File: src/crs_defines.svh
// constants for the conversion rate scheduler
// Overview of operation
// - rate register at pointer 0Bh, resets 07h
// - rate alters idle time, not conversion length
// - one-shot during idle starts sequence immediately
// - codes 0..7 give 0.0625 to 8 per second
// - code 6 slows with three or four channels
// - code 7 slows with two or more channels
// - address pins select the bus slave address
// - local, ext1, ext2, ext3, skip disabled, idle
// - halt stops after sequence; one-shot runs one
`ifndef CRS_DEFINES_SVH
`define CRS_DEFINES_SVH

`define CRS_RATE_PTR 8'h0B
`define CRS_RATE_RESET 8'h07
`define CRS_RATE_MAX 3'h7
`define CRS_RD_UNMAPPED 8'h00

// timebase: 1 ms tick from a 20 ns clock
`define CRS_CLK_PERIOD_NS 20
`define CRS_TICK_PERIOD_NS 1000000
`define CRS_TICK_CYCLES (`CRS_TICK_PERIOD_NS / `CRS_CLK_PERIOD_NS)

// one channel conversion, in ms ticks
`define CRS_CONV_MS 7'h7D
// sequence period for code 0 (0.0625 per second), in ms
`define CRS_SLOWEST_PERIOD_MS 15'h3E80
`define CRS_SEQ_MS_MAX 15'h7FFF

// upper slave address bits; arbitrary value
`define CRS_ADDR_BASE_HI 5'h13

`endif

File: src/crs_pkg.sv
// types shared by the conversion rate scheduler
`include "crs_defines.svh"
package crs_pkg;

   typedef enum logic [1:0] {
      CRS_WAIT = 2'b00,
      CRS_CONV = 2'b01,
      CRS_HALT = 2'b11
   } crs_state_e;

   typedef struct packed {
      logic wr;
      logic rd;
      logic [7:0] ptr;
      logic [7:0] wdata;
   } crs_reg_req_s;

   typedef struct packed {
      crs_state_e state;
      logic [1:0] ch;
      logic [6:0] tick_cnt;
      logic [14:0] seq_ms;
      logic [7:0] rate_reg;
      logic [2:0] rate_eff;
      logic [7:0] rdata;
      logic chan_done;
      logic [1:0] a_meta;
      logic [1:0] a_sync;
      logic [6:0] slave_addr;
   } crs_sched_s;

   typedef struct packed {
      logic [15:0] cnt;
      logic tick;
   } crs_div_s;

endpackage

File: src/crs_scheduler.sv
// conversion sequencer with rate register and address pins
`timescale 1ns/1ps
module crs_scheduler import crs_pkg::*; #(
   parameter int TICK_CYCLES = `CRS_TICK_CYCLES
) (
   input wire logic ref_clk,          // 50 MHz clock
   input wire logic arst_n,           // async reset, active low
   input wire crs_reg_req_s reg_req,  // decoded register access
   output logic [7:0] reg_rdata,      // read data, valid after rd
   input wire logic [3:0] chan_enable, // local, ext1, ext2, ext3
   input wire logic halt_conversions, // shutdown control bit
   input wire logic one_shot_req,     // one-shot write pulse
   input wire logic addr_select_high, // address pin, async
   input wire logic addr_select_low,  // address pin, async
   output logic [6:0] slave_addr,     // selected slave address
   output logic conv_active,          // a channel is converting
   output logic [1:0] conv_channel,   // channel being converted
   output logic chan_done,            // pulse at end of a channel
   output logic [2:0] rate_effective  // code in use this sequence
);
   logic rst_meta_ff;
   logic rst_n;
   logic tick;
   crs_sched_s cur_ff;
   crs_sched_s nxt_s;
   logic [2:0] first_pick;
   logic [2:0] next_pick;
   logic [14:0] period_ms;

   // reset release through two flops
   always_ff @(posedge ref_clk or negedge arst_n) begin
      if (!arst_n) begin
         rst_meta_ff <= 1'b0;
         rst_n <= 1'b0;
      end else begin
         rst_meta_ff <= 1'b1;
         rst_n <= rst_meta_ff;
      end
   end

   crs_tick_div #(
      .TICK_CYCLES(TICK_CYCLES)
   ) u_div (
      .clk(ref_clk),
      .rst_n(rst_n),
      .tick(tick)
   );

   // lowest enabled channel at or above start; bit 2 says found
   function automatic logic [2:0] crs_find(input logic [3:0] en, input logic [2:0] start);
      logic [2:0] res;
      res = 3'b000;
      for (int i = 3; i >= 0; i--) begin
         if (en[i] && (3'(i) >= start)) begin
            res = {1'b1, 2'(i)};
         end
      end
      return res;
   endfunction

   assign first_pick = crs_find(chan_enable, 3'h0);
   assign next_pick = crs_find(chan_enable, {1'b0, cur_ff.ch} + 3'h1);
   // period halves per code step; it counts from sequence start, conversion time included
   assign period_ms = `CRS_SLOWEST_PERIOD_MS >> cur_ff.rate_eff;

   always_comb begin
      nxt_s = cur_ff;
      nxt_s.chan_done = 1'b0;
      nxt_s.a_meta = {addr_select_high, addr_select_low};
      nxt_s.a_sync = cur_ff.a_meta;
      nxt_s.slave_addr = {`CRS_ADDR_BASE_HI, cur_ff.a_sync};
      if (reg_req.wr && reg_req.ptr == `CRS_RATE_PTR) begin
         nxt_s.rate_reg = reg_req.wdata;
      end
      if (reg_req.rd) begin
         nxt_s.rdata = (reg_req.ptr == `CRS_RATE_PTR) ? cur_ff.rate_reg : `CRS_RD_UNMAPPED;
      end
      // elapsed time since sequence start, saturating
      if (tick && cur_ff.seq_ms != `CRS_SEQ_MS_MAX) begin
         nxt_s.seq_ms = cur_ff.seq_ms + 15'h0001;
      end
      unique case (cur_ff.state)
         CRS_CONV: begin
            if (tick) begin
               if (cur_ff.tick_cnt == `CRS_CONV_MS - 7'h01) begin
                  nxt_s.tick_cnt = 7'h00;
                  nxt_s.chan_done = 1'b1;
                  if (next_pick[2]) begin
                     nxt_s.ch = next_pick[1:0];
                  end else begin
                     // code is sampled only here, so mid-sequence writes wait
                     nxt_s.rate_eff = (cur_ff.rate_reg > 8'h07) ? `CRS_RATE_MAX
                                                                : cur_ff.rate_reg[2:0];
                     nxt_s.state = halt_conversions ? CRS_HALT : CRS_WAIT;
                  end
               end else begin
                  nxt_s.tick_cnt = cur_ff.tick_cnt + 7'h01;
               end
            end
         end
         CRS_WAIT: begin
            // idle stretches the sequence to the period; a sequence longer
            // than the period restarts at once, which gives the slowed rates
            if (one_shot_req || (!halt_conversions && cur_ff.seq_ms >= period_ms)) begin
               nxt_s.seq_ms = 15'h0000;
               nxt_s.tick_cnt = 7'h00;
               nxt_s.ch = first_pick[1:0];
               nxt_s.state = first_pick[2] ? CRS_CONV : CRS_WAIT;
            end else if (halt_conversions) begin
               nxt_s.state = CRS_HALT;
            end
         end
         CRS_HALT: begin
            if (one_shot_req || !halt_conversions) begin
               nxt_s.seq_ms = 15'h0000;
               nxt_s.tick_cnt = 7'h00;
               nxt_s.ch = first_pick[1:0];
               nxt_s.state = first_pick[2] ? CRS_CONV : CRS_WAIT;
            end
         end
         default: begin
            nxt_s.state = CRS_WAIT;
         end
      endcase
   end

   always_ff @(posedge ref_clk or negedge rst_n) begin
      if (!rst_n) begin
         cur_ff <= '0;
         cur_ff.state <= CRS_WAIT;
         // saturated so the first sequence starts right after reset
         cur_ff.seq_ms <= `CRS_SEQ_MS_MAX;
         cur_ff.rate_reg <= `CRS_RATE_RESET;
         cur_ff.rate_eff <= `CRS_RATE_MAX;
         cur_ff.slave_addr <= {`CRS_ADDR_BASE_HI, 2'b00};
      end else begin
         cur_ff <= nxt_s;
      end
   end

   assign reg_rdata = cur_ff.rdata;
   assign slave_addr = cur_ff.slave_addr;
   assign conv_active = (cur_ff.state == CRS_CONV);
   assign conv_channel = cur_ff.ch;
   assign chan_done = cur_ff.chan_done;
   assign rate_effective = cur_ff.rate_eff;

   a_rate_write_read: assert property (@(posedge ref_clk) disable iff (!rst_n)
      (reg_req.wr && reg_req.ptr == `CRS_RATE_PTR) ##1
      (reg_req.rd && reg_req.ptr == `CRS_RATE_PTR && !reg_req.wr)
      |=> reg_rdata == $past(reg_req.wdata, 2))
      else $error("rate register did not return written value");

   a_conv_fixed_len: assert property (@(posedge ref_clk) disable iff (!rst_n)
      chan_done |-> $past(cur_ff.tick_cnt) == `CRS_CONV_MS - 7'h01 && $past(tick))
      else $error("channel conversion length wrong");

   a_oneshot_starts: assert property (@(posedge ref_clk) disable iff (!rst_n)
      (cur_ff.state == CRS_WAIT && one_shot_req && chan_enable != 4'h0)
      |=> conv_active && cur_ff.seq_ms == 15'h0000)
      else $error("one-shot did not start a sequence");

   a_idle_holds: assert property (@(posedge ref_clk) disable iff (!rst_n)
      (cur_ff.state == CRS_WAIT && !one_shot_req && !halt_conversions
       && cur_ff.seq_ms < period_ms) |=> cur_ff.state == CRS_WAIT)
      else $error("idle ended before the period");

   a_restart_period: assert property (@(posedge ref_clk) disable iff (!rst_n)
      (cur_ff.state == CRS_WAIT && !one_shot_req ##1 cur_ff.state == CRS_CONV)
      |-> $past(cur_ff.seq_ms) >= $past(period_ms))
      else $error("sequence restarted early");

   a_addr_follow: assert property (@(posedge ref_clk) disable iff (!rst_n)
      ##3 slave_addr == {`CRS_ADDR_BASE_HI, $past(addr_select_high, 3), $past(addr_select_low, 3)})
      else $error("slave address does not follow pins");

   a_chan_order: assert property (@(posedge ref_clk) disable iff (!rst_n)
      (conv_active ##1 conv_active && conv_channel != $past(conv_channel))
      |-> conv_channel > $past(conv_channel) && $past(chan_done == 1'b0) && chan_done)
      else $error("channel order broken");

   a_halt_stays: assert property (@(posedge ref_clk) disable iff (!rst_n)
      (cur_ff.state == CRS_HALT && halt_conversions && !one_shot_req)
      |=> cur_ff.state == CRS_HALT)
      else $error("halted scheduler started without one-shot");

   a_rate_held: assert property (@(posedge ref_clk) disable iff (!rst_n)
      (conv_active ##1 conv_active) |-> $stable(rate_effective))
      else $error("rate changed inside a sequence");
endmodule

File: src/crs_tick_div.sv
// divider making the one-cycle millisecond tick
`timescale 1ns/1ps
module crs_tick_div import crs_pkg::*; #(
   parameter int TICK_CYCLES = `CRS_TICK_CYCLES
) (
   input wire logic clk,   // system clock
   input wire logic rst_n, // synchronised reset
   output logic tick       // one-cycle pulse per period
);
   crs_div_s cur_ff;
   crs_div_s nxt_div;

   always_comb begin
      nxt_div = cur_ff;
      nxt_div.tick = 1'b0;
      if (cur_ff.cnt == 16'(TICK_CYCLES - 1)) begin
         nxt_div.cnt = 16'h0000;
         nxt_div.tick = 1'b1;
      end else begin
         nxt_div.cnt = cur_ff.cnt + 16'h0001;
      end
   end

   always_ff @(posedge clk or negedge rst_n) begin
      if (!rst_n) begin
         cur_ff <= '0;
      end else begin
         cur_ff <= nxt_div;
      end
   end

   assign tick = cur_ff.tick;
endmodule

File: config.mk
export PLATFORM = sky130hd
export DESIGN_NAME = crs_scheduler
export DESIGN_NICKNAME = d
export VERILOG_FILES = /design/src/crs_pkg.sv /design/src/crs_scheduler.sv /design/src/crs_tick_div.sv
export VERILOG_INCLUDE_DIRS = /design/src
export SDC_FILE = /design/constraint.sdc
export NUM_CORES = 1
export LEC_CHECK = 0
export BUFFER_PORTS_ARGS = -buffer_cell sky130_fd_sc_hd__buf_2
export CAP_MARGIN = 20
export CORE_MARGIN = 2
export CORE_UTILIZATION = 65
export CTS_BUF_LIST = sky130_fd_sc_hd__clkbuf_4
export CTS_CLUSTER_SIZE = 10
export DETAILED_ROUTE_END_ITERATION = 8
export GPL_TIMING_DRIVEN = 0
export PLACE_DENSITY = 0.87
export SLEW_MARGIN = 5
export SYNTH_ARGS = -nofsm -noshare
export SYNTH_HDL_FRONTEND = slang
export SYNTH_HIERARCHICAL = 1
export SYNTH_SLANG_ARGS = --single-unit
File: constraint.sdc
create_clock -name ref_clk -period 6.25 [get_ports ref_clk]
set_input_delay 0.625 -clock ref_clk [delete_from_list [all_inputs] [get_ports ref_clk]]
set_output_delay 0.625 -clock ref_clk [all_outputs]
set_load 0.005 [all_outputs]
==> summary.log <==
[power] Static Leak 2.15 nW
[power] Power per Cell Area 268 nW/um^2
[clock_network] Root Buffer sky130_fd_sc_hd__clkbuf_4
[grt] antenna violations before repair 0
[sta] Worst Tran Pin Value 0.854 ns
[synthesis] synth top area cells sky130_fd_sc_hd__dfrtp_1 32%, sky130_fd_sc_hd__dfstp_2 14%, sky130_fd_sc_hd__ha_1 7.0%
[clock_network] TritonCTS Sinks 71
[route] vias after detailed routing 3,040
[floorplanning] area enclosed by the die boundary 6720 um^2
[worst_setup_path] worst setup path category register to register
[min_path] hold path endpoint cur_ff[10]
[synthesis] biggest area consumer among synthesized cells sky130_fd_sc_hd__dfrtp_1
[worst_setup_path] Worst EP arrival 3.43 ns
[synthesis] top post-synthesis cells by count 50 x sky130_fd_sc_hd__dfrtp_1, 36 x sky130_fd_sc_hd__nand2_1, 36 x sky130_fd_sc_hd__nor2_1, 29 x sky130_fd_sc_hd__o21ai_0, 26 x sky130_fd_sc_hd__nand3_1
[synthesis] Post-Synthesis Mean Instance Area 9.76 um^2
[worst_setup_path] stages on the worst setup path 12
[grt] residual overflow from global routing 0
[sta] number of pins with negative max-slew slack in the final report 0
[sta] post-route clock skew 0.0187 ns
[worst_setup_path] largest stage delay on the critical path 0.56 ns
[clock_network] clock latency of the later-clocked register in the worst-skew pair 0.42 ns
[worst_setup_path] critical-path maximum fanout 10
[synthesis] number of distinct library cell variants in the gate-level netlist after synthesis 54
[worst_setup_path] Register-to-Register Path Depth 12
[synthesis] synthesized flop and latch total 71
[route] number of DRC markers in iteration 0 216
[outcome] status completed
[floorplanning] Horiz. Die Dim 82.0 um
[place] number of cells in the design after placement 528
[layout] final core occ 75.6%
[worst_setup_path] capture point of the worst reg-to-reg path cur_ff[39]
[min_path] worst min-delay path startpoint addr_select_high
[worst_setup_path] required time worst endpoint 6.58 ns
[clock_network] TritonCTS buffer count 9
[synthesis] warning count from the yosys run 6
[route] WL final 7810 um
[sta] final period utilization 49.5%
[route] remaining antenna violation count after routing 0
[route] final routed wire length divided by cell count 14.3 um
[sta] Final min period 3.09 ns
[synthesis] post-synth design cell area 3950 um^2
[route] first-pass detailed-route iteration total 5
[worst_setup_path] sort of element at the start of the critical path register
[clock_network] CTS tree built
[floorplanning] initial core utilization 67.1%
[worst_setup_path] slowest cell on the critical path sky130_fd_sc_hd__dfstp_2
[sta] final hold violations 0
[route] final routed DRC violation total 0
[synthesis] proportion of synthesized chip area in sequential cells 45.6%
[sta] Rel. slew slack 43.1%
[worst_setup_path] cell class contributing the biggest share of worst-path delay simple AND/OR/NAND/NOR gates
[place] half-perimeter wire length after placement 5520 um
[power] post-route total power 1.19 mW
[grt] largest net degree at the start of global routing 70
[sta] final total negative setup slack 0 ns
[layout] number of antenna cells inserted 0
[place] last weighted congestion value of the routability-driven placer 0.852
[layout] final standard cell count with taps included and fillers excluded 545
[worst_setup_path] Reg2Reg Setup Slack 3.16 ns
[synthesis] most used standard cell by instance count after synthesis sky130_fd_sc_hd__dfrtp_1
[clock_network] total number of H-tree levels 3
[clock_network] worst-case clock buffer depth 2
[power] worst voltage drop across the vdd grid 249 uV
[synthesis] Post-synth ARST share 100%
[layout] number of filler cells placed in the layout 409
[layout] nets@finish 515
[layout] Synth-to-Final Area Change 12.6%
[grt] via count of the first global-routing pass 2,894
[synthesis] share of Yosys cell area claimed by the top area cell type 31.7%
[clock_network] clock slew seen by the registers of the worst setup and hold paths 0.13 ns
[synthesis] Post-Syn Instances 405
[synthesis] number of synthesized flops with an enable pin 0
[layout] share of layout cells above drive strength 1 26.8%
[clock_network] setup fix buffers added after clock tree synthesis 0
[synthesis] dominant synthesized flop cell sky130_fd_sc_hd__dfrtp_1
[clock_network] Gates resized, CTS repair 0
[floorplanning] Floorplan Core Area 5890 um^2
[sta] Setup-failing EPs final 0
[sta] highest achievable clock rate 323 MHz
[worst_setup_path] startpoint of the lowest-slack register-to-register path rate_effective[1]
[worst_setup_path] Critical Path, Cell by Cell clkbuf_1 -> or3_1 -> nand2_1 -> ha_1 -> a21oi_1 -> o21ai_0 -> a221oi_2 -> o21ai_0 -> a21oi_1 -> nor2_1 -> clkbuf_1 -> nor2_1
[route] number of vias per cell after detailed routing 5.58
[place] count of input and output buffers 44
[run] max-capacitance violation count 0
[floorplanning] count of standard-cell rows 28
[grt] wire length of the first global-routing pass 12,900 um
[min_path] Hold Path Class input port to register
[grt] global-route total usage across every layer 25.4%
[worst_setup_path] Critical path buffers and inverters 2
[sta] RSZ-0062 raised after global routing false
[floorplanning] number of I/O pins 50
[min_path] WHS Path Cells 1
[worst_setup_path] Setup crit end kind register
[floorplanning] Die Y 82.0 um
[where the power goes]
part / internal, mW / switching [mW]
Sequential: 0.492 / 0.0389
Combinational: 0.135 / 0.198
Clock: 0.169 / 0.161
[kinds of logic (layout without fill, tap and decap cells)]
| logic type | after synthesis | after routing | synth area share, % |
|---|---|---|---|
| simple gates | 153 | 153 | 20.2 |
| flops | 71 | 71 | 45.6 |
| compound gates | 66 | 66 | 9.94 |
| buf+inv | 49 | 110 | 6.81 |
| xor+xnor | 25 | 25 | 5.54 |
| fa+ha+maj | 22 | 22 | 6.97 |
| mux | 17 | 17 | 4.75 |
| other cells | 2 | 6 | 0.190 |
[layout by cell type, fill, tap and decap left out, types with 2 or more instances in the layout]
master	n
sky130_fd_sc_hd__nor4_1	3
sky130_fd_sc_hd__a31oi_1	2
sky130_fd_sc_hd__and4_1	6
sky130_fd_sc_hd__nor3_1	3
sky130_fd_sc_hd__bufinv_16	2
sky130_fd_sc_hd__a21oi_1	19
sky130_fd_sc_hd__clkbuf_1	4
sky130_fd_sc_hd__dfstp_2	21
sky130_fd_sc_hd__and2_1	3
sky130_fd_sc_hd__o21ai_0	29
sky130_fd_sc_hd__clkinv_2	2
sky130_fd_sc_hd__nand2b_1	6
sky130_fd_sc_hd__conb_1	6
sky130_fd_sc_hd__nor2_1	36
sky130_fd_sc_hd__a21o_1	2
sky130_fd_sc_hd__nand3_1	26
sky130_fd_sc_hd__buf_4	20
sky130_fd_sc_hd__o2bb2ai_1	3
sky130_fd_sc_hd__or3_1	2
sky130_fd_sc_hd__xor2_1	17
sky130_fd_sc_hd__nand4_1	9
sky130_fd_sc_hd__or2_2	2
sky130_fd_sc_hd__mux2i_1	6
sky130_fd_sc_hd__ha_1	22
sky130_fd_sc_hd__dfrtp_1	49
sky130_fd_sc_hd__clkbuf_4	11
sky130_fd_sc_hd__buf_2	46
sky130_fd_sc_hd__mux2_2	10
sky130_fd_sc_hd__xnor2_1	8
sky130_fd_sc_hd__inv_1	21
sky130_fd_sc_hd__nor2b_1	5
sky130_fd_sc_hd__nand2_1	36
sky130_fd_sc_hd__clkinv_1	2
sky130_fd_sc_hd__and3_1	6
[registers in the layout, summed over array words and instances (netlist names)]
name	cells
u_div/tick	1
rst_meta_ff	1
slave_addr	2
chan_done	1
cur_ff	36
rate_effective	3
conv_channel	2
u_div/cur_ff	16
rst_n	1
reg_rdata	8
[per-layer routing]
layer	GRT usage, %	vias to the layer above	routed length, um
met4	11.3	0	181
met1	32.1	1450	3420
met3	4.51	16	262
met5	0	-	0
li1	-	1508	-
met2	42.5	66	3950
[area by class of cell]
class	count	area, um^2	share of cell area (%)
Clock inverter	5	73.8	1.66
Tap cell	75	93.8	2.11
Inverter	22	82.6	1.86
Buffer	27	186	4.19
Multi-Input combinational cell	289	1890	42.6
Clock buffer	11	82.6	1.86
Timing Repair Buffer	45	230	5.17
Sequential cell	71	1810	40.6
[through the flow]
stage / hold slack, ns / cell area [um^2] / setup WS (ns)
2_1_floorplan: 0.329 / 3970 / 3.63
3_3_place_gp: 0.332 / 4280 / 3.33
4_1_cts: 0.299 / 4450 / 3.16
3_5_place_dp: 0.341 / 4280 / 3.20
5_1_grt: 0.287 / 4450 / 2.91
6_report: 0.315 / 4450 / 3.16
[worst max-delay path by stage]
stage	start	to	slack, ns
floorplan	rate_effective[1]	cur_ff[56]	3.63
global placement	rate_effective[2]	cur_ff[35]	3.33
detailed placement	rate_effective[1]	cur_ff[39]	3.20
CTS	rate_effective[1]	cur_ff[39]	3.16
global route	rate_effective[1]	cur_ff[39]	2.91
finish	rate_effective[1]	cur_ff[39]	3.16
[timing repair]
| item | in CTS | in global routing |
|---|---|---|
| hold endpoints to repair | 2 | 0 |
| hold buffers | 1 | 0 |
| endpoints found under the setup margin | 0 | 0 |
No activity file was read; power rests on OpenSTA's default activity.
